## config.mk

```make
export PLATFORM = sky130hd
export DESIGN_NAME = gptf_pin_ctrl
export DESIGN_NICKNAME = d
export VERILOG_FILES = /design/src/hdl/gptf_pkg.sv /design/src/hdl/gptf_pin_ctrl.sv
export VERILOG_INCLUDE_DIRS = /design/src /design/src/hdl
export SDC_FILE = /design/constraint.sdc
export NUM_CORES = 1
export LEC_CHECK = 0
export ABC_AREA = 1
export BUFFER_PORTS_ARGS = -buffer_cell sky130_fd_sc_hd__buf_4
export CORE_ASPECT_RATIO = 0.6
export CORE_UTILIZATION = 24
export DETAILED_ROUTE_END_ITERATION = 12
export PLACE_DENSITY_LB_ADDON = 0.1
export SYNTH_ARGS = -nofsm -noshare
export SYNTH_HDL_FRONTEND = slang
export SYNTH_SLANG_ARGS = --single-unit
```

## constraint.sdc

```tcl
create_clock -name ref_clk -period 0.8 [get_ports ref_clk]
set_input_delay 0.16 -clock ref_clk [delete_from_list [all_inputs] [get_ports ref_clk]]
set_output_delay 0.16 -clock ref_clk [all_outputs]
set_load 0.05 [all_outputs]
```

## src/hdl/gptf_cfg.svh

```systemverilog
// Register offsets, bit positions and reset values for the pin control block
`ifndef GPTF_CFG_SVH
`define GPTF_CFG_SVH

`define GPTF_PIN_CTRL_ADDR   12'h000
`define GPTF_BIT_PIN3_IN     12
`define GPTF_BIT_PIN3_DIR    13
`define GPTF_BIT_PIN3_OUT    14
`define GPTF_BIT_RSVD        15
`define GPTF_BIT_PIN4_IN     16
`define GPTF_BIT_PIN4_DIR    17
`define GPTF_BIT_PIN4_OUT    18
`define GPTF_CTRL_RESET      1'b0
`define GPTF_RDATA_ZERO      32'h0000_0000
`define GPTF_SYNC_RESET      3'h0
`define GPTF_LVL_RESET       1'b0

`endif

```

## src/hdl/gptf_pkg.sv

```systemverilog
// Types shared by the pin control block
package gptf_pkg;
	// Software-owned state of one pin
	typedef struct packed {
		logic dir;
		logic out;
	} gptf_pin_s;

	// Pin-side signals of one pin
	typedef struct packed {
		logic o;
		logic oe;
	} gptf_drive_s;
endpackage

```

## src/hdl/gptf_pin_ctrl.sv

```systemverilog
// APB-reached control of general pins 3 and 4
//
// What this block does
// - Pin 3 direction bit zero makes it input, one makes it output.
// - Pin 3 output value, bit 14, drives the pin while configured output.
// - Bit 15 is reserved; it stores what software writes and reads back.
// - Bit 16 reads the sampled level of pin 4; writes ignored.
// - Pin 4 direction, bit 17, zero means input, one means output.
// - Pin 4 output value drives the pin while configured output.
// - Pin 3 direction sits at bit 13, read and write.
// - Pin 4 output value sits at bit 18, read and write.
//
// The implementer's own choices: the APB register port and the address map.
`timescale 1ns/1ps
`include "gptf_cfg.svh"

module gptf_pin_ctrl
	import gptf_pkg::*;
(
	input  wire logic        ref_clk,
	input  wire logic        rst_n,
	input  wire logic        clk_en,
	input  wire logic        psel,
	input  wire logic        penable,
	input  wire logic        pwrite,
	input  wire logic [11:0] paddr,
	input  wire logic [31:0] pwdata,
	output logic      [31:0] prdata,
	output logic             pready,
	output logic             pslverr,
	input  wire logic        pin3_level,
	output logic             pin3_value,
	output logic             pin3_oe,
	input  wire logic        pin4_level,
	output logic             pin4_value,
	output logic             pin4_oe
);

	// Software-owned control bits
	gptf_pin_s   pin3;
	gptf_pin_s   pin4;
	logic        rsvd;
	gptf_pin_s   next_pin3;
	gptf_pin_s   next_pin4;
	logic        next_rsvd;

	// Pin synchronisers and filtered levels
	logic [2:0]  sync3;
	logic [2:0]  sync4;
	logic        lvl3;
	logic        lvl4;
	logic [2:0]  next_sync3;
	logic [2:0]  next_sync4;
	logic        next_lvl3;
	logic        next_lvl4;

	// Bus decode and read word
	logic        hit;
	logic        wr_en;
	logic        rd_en;
	logic [31:0] next_prdata;

	// Registered pin drive
	gptf_drive_s drv3;
	gptf_drive_s drv4;
	gptf_drive_s next_drv3;
	gptf_drive_s next_drv4;

	// Bus decode: one word mapped, no wait states
	assign hit     = (paddr == `GPTF_PIN_CTRL_ADDR);
	assign wr_en   = psel && penable && pwrite && hit && clk_en;
	// Read word captured in setup, so it already stands in the access phase
	assign rd_en   = psel && !penable && !pwrite && clk_en;
	assign pready  = 1'b1;
	// Unmapped offsets flag an error rather than alias onto the one word
	assign pslverr = psel && penable && !hit;

	// Next control bits; writes to the level bits are simply dropped
	always_comb begin
		next_pin3 = pin3;
		next_pin4 = pin4;
		next_rsvd = rsvd;
		if (wr_en) begin
			next_pin3.dir = pwdata[`GPTF_BIT_PIN3_DIR];
			next_pin3.out = pwdata[`GPTF_BIT_PIN3_OUT];
			next_rsvd     = pwdata[`GPTF_BIT_RSVD];
			next_pin4.dir = pwdata[`GPTF_BIT_PIN4_DIR];
			next_pin4.out = pwdata[`GPTF_BIT_PIN4_OUT];
		end
	end

	// Control bits; reset leaves both pins as inputs
	always_ff @(posedge ref_clk or negedge rst_n) begin
		if (!rst_n) begin
			pin3 <= '{dir: `GPTF_CTRL_RESET, out: `GPTF_CTRL_RESET};
			pin4 <= '{dir: `GPTF_CTRL_RESET, out: `GPTF_CTRL_RESET};
			rsvd <= `GPTF_CTRL_RESET;
		end else if (clk_en) begin
			pin3 <= next_pin3;
			pin4 <= next_pin4;
			rsvd <= next_rsvd;
		end
	end

	// Shift the raw pins in; a level counts once stages two and three agree
	always_comb begin
		next_sync3 = {sync3[1:0], pin3_level};
		next_sync4 = {sync4[1:0], pin4_level};
		// Disagreeing stages keep the old level, so one-cycle glitches never show
		next_lvl3  = (sync3[1] == sync3[2]) ? sync3[2] : lvl3;
		next_lvl4  = (sync4[1] == sync4[2]) ? sync4[2] : lvl4;
	end

	// Synchroniser flops; only stage two reads stage one
	always_ff @(posedge ref_clk or negedge rst_n) begin
		if (!rst_n) begin
			sync3 <= `GPTF_SYNC_RESET;
			sync4 <= `GPTF_SYNC_RESET;
			lvl3  <= `GPTF_LVL_RESET;
			lvl4  <= `GPTF_LVL_RESET;
		end else if (clk_en) begin
			sync3 <= next_sync3;
			sync4 <= next_sync4;
			lvl3  <= next_lvl3;
			lvl4  <= next_lvl4;
		end
	end

	// Read word from stored bits and filtered levels; unused bits read zero
	always_comb begin
		next_prdata = prdata;
		if (rd_en) begin
			next_prdata = `GPTF_RDATA_ZERO;
			if (hit) begin
				next_prdata[`GPTF_BIT_PIN3_IN]  = lvl3;
				next_prdata[`GPTF_BIT_PIN3_DIR] = pin3.dir;
				next_prdata[`GPTF_BIT_PIN3_OUT] = pin3.out;
				next_prdata[`GPTF_BIT_RSVD]     = rsvd;
				next_prdata[`GPTF_BIT_PIN4_IN]  = lvl4;
				next_prdata[`GPTF_BIT_PIN4_DIR] = pin4.dir;
				next_prdata[`GPTF_BIT_PIN4_OUT] = pin4.out;
			end
		end
	end

	// Read data flop; the word stands until the next read setup
	always_ff @(posedge ref_clk or negedge rst_n) begin
		if (!rst_n) begin
			prdata <= `GPTF_RDATA_ZERO;
		end else if (clk_en) begin
			prdata <= next_prdata;
		end
	end

	// Drive follows the next control bits, so pins move on the write edge itself
	always_comb begin
		next_drv3.oe = next_pin3.dir;
		// A released pin also has its value held low, so no stale level leaks out
		next_drv3.o  = next_pin3.dir & next_pin3.out;
		next_drv4.oe = next_pin4.dir;
		next_drv4.o  = next_pin4.dir & next_pin4.out;
	end

	// Drive flops keep the pin outputs free of decode glitches
	always_ff @(posedge ref_clk or negedge rst_n) begin
		if (!rst_n) begin
			drv3 <= '{o: `GPTF_CTRL_RESET, oe: `GPTF_CTRL_RESET};
			drv4 <= '{o: `GPTF_CTRL_RESET, oe: `GPTF_CTRL_RESET};
		end else if (clk_en) begin
			drv3 <= next_drv3;
			drv4 <= next_drv4;
		end
	end

	// Pin outputs straight from the drive flops
	assign pin3_value = drv3.o;
	assign pin3_oe    = drv3.oe;
	assign pin4_value = drv4.o;
	assign pin4_oe    = drv4.oe;

	// Pin 3 drive and control bits
	a_pin3_dir_oe: assert property (@(posedge ref_clk) disable iff (!rst_n)
		pin3_oe == pin3.dir)
		else $error("pin3 enable differs from direction");
	a_pin3_quiet: assert property (@(posedge ref_clk) disable iff (!rst_n)
		!pin3_oe |-> !pin3_value)
		else $error("pin3 value driven while input");
	a_pin3_drive: assert property (@(posedge ref_clk) disable iff (!rst_n)
		pin3_oe |-> pin3_value == pin3.out)
		else $error("pin3 not driving value");
	a_pin3_out_rw: assert property (@(posedge ref_clk) disable iff (!rst_n)
		wr_en |=> pin3.out == $past(pwdata[`GPTF_BIT_PIN3_OUT]))
		else $error("pin3 value write lost");
	a_pin3_dir_rw: assert property (@(posedge ref_clk) disable iff (!rst_n)
		wr_en |=> pin3.dir == $past(pwdata[`GPTF_BIT_PIN3_DIR]))
		else $error("pin3 direction write lost");
	a_pin3_dir_read: assert property (@(posedge ref_clk) disable iff (!rst_n)
		(rd_en && hit) |=> prdata[`GPTF_BIT_PIN3_DIR] == $past(pin3.dir))
		else $error("pin3 direction not read");

	// Reserved storage bit
	a_rsvd_keep: assert property (@(posedge ref_clk) disable iff (!rst_n)
		wr_en |=> rsvd == $past(pwdata[`GPTF_BIT_RSVD]))
		else $error("reserved bit not stored");
	a_rsvd_read: assert property (@(posedge ref_clk) disable iff (!rst_n)
		(rd_en && hit) |=> prdata[`GPTF_BIT_RSVD] == $past(rsvd))
		else $error("reserved bit not read back");

	// Pin 4 level, drive and control bits
	a_pin4_read: assert property (@(posedge ref_clk) disable iff (!rst_n)
		(rd_en && hit) |=> prdata[`GPTF_BIT_PIN4_IN] == $past(lvl4))
		else $error("pin4 level not read");
	a_pin4_level: assert property (@(posedge ref_clk) disable iff (!rst_n)
		clk_en && sync4[1] == sync4[2] |=> lvl4 == $past(sync4[2]))
		else $error("pin4 level not tracked");
	a_pin4_dir_oe: assert property (@(posedge ref_clk) disable iff (!rst_n)
		wr_en |=> pin4_oe == $past(pwdata[`GPTF_BIT_PIN4_DIR]))
		else $error("pin4 direction write lost");
	a_pin4_oe_match: assert property (@(posedge ref_clk) disable iff (!rst_n)
		pin4_oe == pin4.dir)
		else $error("pin4 enable differs from direction");
	a_pin4_drive: assert property (@(posedge ref_clk) disable iff (!rst_n)
		!pin4_oe || pin4_value == pin4.out)
		else $error("pin4 not driving value");
	a_pin4_out_rw: assert property (@(posedge ref_clk) disable iff (!rst_n)
		wr_en |=> pin4.out == $past(pwdata[`GPTF_BIT_PIN4_OUT]))
		else $error("pin4 value write lost");
	a_pin4_out_read: assert property (@(posedge ref_clk) disable iff (!rst_n)
		(rd_en && hit) |=> prdata[`GPTF_BIT_PIN4_OUT] == $past(pin4.out))
		else $error("pin4 value not read");

	// Reset, clock enable and bus answer
	a_reset_inputs: assert property (@(posedge ref_clk)
		$rose(rst_n) |-> !pin3_oe && !pin4_oe)
		else $error("pins not inputs after reset");
	a_reset_values: assert property (@(posedge ref_clk)
		$rose(rst_n) |-> !(|{pin3, pin4, rsvd}) && prdata == `GPTF_RDATA_ZERO)
		else $error("control bits not cleared by reset");
	a_freeze_state: assert property (@(posedge ref_clk) disable iff (!rst_n)
		!clk_en |=> $stable({pin3, pin4, rsvd, drv3, drv4, lvl3, lvl4, prdata}))
		else $error("state moved while clock enable low");
	a_slverr_map: assert property (@(posedge ref_clk) disable iff (!rst_n)
		(psel && penable) |-> pslverr == !hit)
		else $error("error response does not match decode");
	a_ready_high: assert property (@(posedge ref_clk) disable iff (!rst_n)
		pready)
		else $error("ready dropped");

endmodule

```

==> impl_metrics.env <==
export IMPL_min_path_type="input pin to register"
export IMPL_cp_cell_sequence="buf_6, nor2_4, nand2_2, nor2_4, buf_6, a21oi_4, buf_6"
export IMPL_avgSynthCellArea_sq_um=8.50
export IMPL_cp_end_kind="primary output"
export IMPL_drive_gt1_frac=0.523
export IMPL_grt_pass1_vias=926
export IMPL_cts_tree="yes"
export IMPL_hold_viol=0
export IMPL_grt_overflow_total=0
export IMPL_num_vias=984
export IMPL_portBuffers=36
export IMPL_hpwl_microns=2040
export IMPL_fin_crit_sh=1.27
export IMPL_cp_slowest_cell="buf_6"
export IMPL_grt_pass1_wl_microns=4550
export IMPL_die_width_microns=92.3
export IMPL_arrival_ns=0.86
export IMPL_ant_nets=0
export IMPL_slew_viol_final=0
export IMPL_clkSlewWorstSetupHoldPaths_ns=0.08
export IMPL_min_path_cells=3
export IMPL_yosysWarningCount=0
export IMPL_dp_slack_ns=-0.344
export IMPL_synthToLayoutAreaGrowth_pct=61.0
export IMPL_vias_per_cell=3.84
export IMPL_cts_sinks=22
export IMPL_design_portCount=90
export IMPL_fin_crit_ns=1.02
export IMPL_worst_hold_path_endpoint="sync4[0]"
export IMPL_worstSkewPairLatency_ns=0.26
export IMPL_cp_start_kind="input pin"
export IMPL_core_area_sq_um=4640
export IMPL_die_area_sq_um=5180
export IMPL_max_stage_delay_ns=0.15
export IMPL_status="finished with violations"
export IMPL_postSynthCellCount=138
export IMPL_crit_reg2reg_launch="pin4_oe"
export IMPL_violations="negative setup slack"
export IMPL_r2r_cells=5
export IMPL_track_usage=0.116
export IMPL_clock_skew_final_ns=0.00410
export IMPL_gp_congestion=0.686
export IMPL_crit_type="input pin to primary output"
export IMPL_ys_seq_area_frac=0.469
export IMPL_htreeDepth=1
export IMPL_synth_seq_cells=22
export IMPL_cts_buffers=3
export IMPL_cellLeakagePower_nw=0.916
export IMPL_max_freq_mhz=984
export IMPL_timing_critical_path_mode_cell="buf_6"
export IMPL_cp_required_ns=0.64
export IMPL_drt_pass1_iterations=3
export IMPL_setup_viol=21
export IMPL_cts_root_buf="clkbuf_8"
export IMPL_rows=19
export IMPL_power_density_nw_per_um2=1380
export IMPL_p_total_mw=2.61
export IMPL_wirelength_microns=2730
export IMPL_rsz0062_at_grt="true"
export IMPL_peakVddDrop_v=0.000627
export IMPL_startpoint="paddr[8]"
export IMPL_max_clock_path_buffers=2
export IMPL_synth_cell_types=17
export IMPL_drc=0
export IMPL_r2r_end="pin4_value"
export IMPL_setup_slack_ns=-0.216
export IMPL_grt_max_degree=23
export IMPL_nNetsFinal=246
export IMPL_syn_area_sq_um=1170
export IMPL_wl_per_cell_microns=10.7
export IMPL_drtIter0Drc=19
export IMPL_cp_max_fo=2
export IMPL_n_antenna_cell=0
export IMPL_worstHoldStart="pin4_level"
export IMPL_dieHeight_microns=56.2
export IMPL_cap_violations=0
export IMPL_floorplan_initialDensity=0.253
export IMPL_r2r_slack_ns=-0.08
export IMPL_antenna_found_initial=0
cell usage after synthesis, drive strengths merged:
| cell | instances | area (sq um) |
|---|---|---|
| a21oi | 2 | 10.0 |
| and2 | 1 | 6.26 |
| buf | 30 | 224 |
| conb | 2 | 7.51 |
| dfrtp | 22 | 551 |
| inv | 9 | 33.8 |
| nand2 | 32 | 123 |
| nand3 | 10 | 55.1 |
| nand4 | 4 | 25.0 |
| nor2 | 11 | 56.3 |
| o21ai | 12 | 60.1 |
| o31ai | 3 | 22.5 |
critical path, delay by kind of cell:
family          cells  cell delay, ns
simple gates        3            0.30
compound gates      1            0.04
buf+inv             3            0.36
report_power, final:
part	total [mW]	switching (mW)	internal (mW)
Combinational	0.619	0.439	0.180
Sequential	1.19	0.0262	1.16
Clock	0.802	0.363	0.439
Total	2.61	0.828	1.78
worst max-delay path by stage:
stage	slack, ns	cells past startpoint	endpoint
2_1_floorplan	-0.14	4	pslverr
3_3_place_gp	-0.35	9	pin4_value
3_5_place_dp	-0.34	9	pin4_value
4_1_cts	-0.22	1	pin3_value
5_1_grt	-0.27	7	pslverr
6_report	-0.22	7	pslverr
registers in the layout, indices dropped and copies added, names as in the netlist:
| signal | flops |
|---|---|
| rsvd | 1 |
| pin4_oe | 1 |
| lvl4 | 1 |
| pin4_value | 1 |
| sync4 | 3 |
| pin3 | 2 |
| lvl3 | 1 |
| pin3_value | 1 |
| pin4 | 1 |
| prdata | 7 |
| sync3 | 3 |
final cells by class:
cell class | count | area, sq um
well taps | 63 | 78.8
multi-input cells | 101 | 616
inverters | 9 | 33.8
repair buffers | 57 | 547
flip-flops and latches | 22 | 559
fillers | 473 | 2750
clock buffers | 4 | 55.1
logic make-up (layout without fill, tap and decap cells):
| logic type | Yosys count | in the layout | share of synthesized area |
|---|---|---|---|
| AND/OR/NAND/NOR | 58 | 58 | 0.226 |
| other | 2 | 26 | 0.00640 |
| flip-flops | 22 | 22 | 0.469 |
| buffers and inverters | 39 | 70 | 0.220 |
| AO/OA/AOI/OAI | 17 | 17 | 0.0789 |
through the flow:
step / utilization / setup TNS (ns) / cell area (sq um) / hold slack (ns) / std cells
after global routing: 0.408 / -4.07 / 1890 / 0.105 / 256
after floorplan: - / -0.646 / 1330 / -0.136 / 162
final: 0.408 / -2.80 / 1890 / 0.0938 / 256
after detailed placement: 0.330 / -4.19 / 1530 / 0.0725 / 242
after global placement: 0.330 / -3.96 / 1530 / 0.0657 / 242
after CTS: 0.389 / -2.66 / 1800 / 0.0915 / 255
per-layer routing:
| metal | vias up | GRT usage | routed length [microns] |
|---|---|---|---|
| met5 | - | 0 | 0 |
| met4 | 0 | 0.0201 | 13 |
| met3 | 2 | 0.0423 | 146 |
| met2 | 24 | 0.174 | 1340 |
| met1 | 459 | 0.161 | 1230 |
| li1 | 499 | - | - |
cell usage in the layout, fill, tap and decap left out:
master,Yosys,routed
a21oi_1,2,1
a21oi_4,0,1
and2_4,0,1
buf_4,27,25
buf_6,1,31
clkbuf_8,0,4
conb_1,2,26
dfrtp_1,22,15
dfrtp_2,0,7
dlygate4sd3_1,0,1
inv_1,9,7
inv_2,0,2
nand2_1,31,22
nand2_2,1,9
nand2_4,0,1
nand3_1,9,4
nand3_2,1,5
nand3_4,0,1
nand4_1,4,4
nor2_1,9,2
nor2_2,0,1
nor2_4,2,8
o21ai_0,12,4
o21ai_1,0,5
o21ai_2,0,3
o31ai_1,3,1
o31ai_4,0,2
timing repair:
action | CTS | global route
endpoints found under the setup margin | 18 | 29
cloned | 1 | 0
buffers inserted | 7 | 1
resized for setup | 40 | 23
pin swaps | 13 | 9
hold endpoints to repair | 22 | 0
hold buffers | 1 | 0
(Power assumes the default switching activity.)
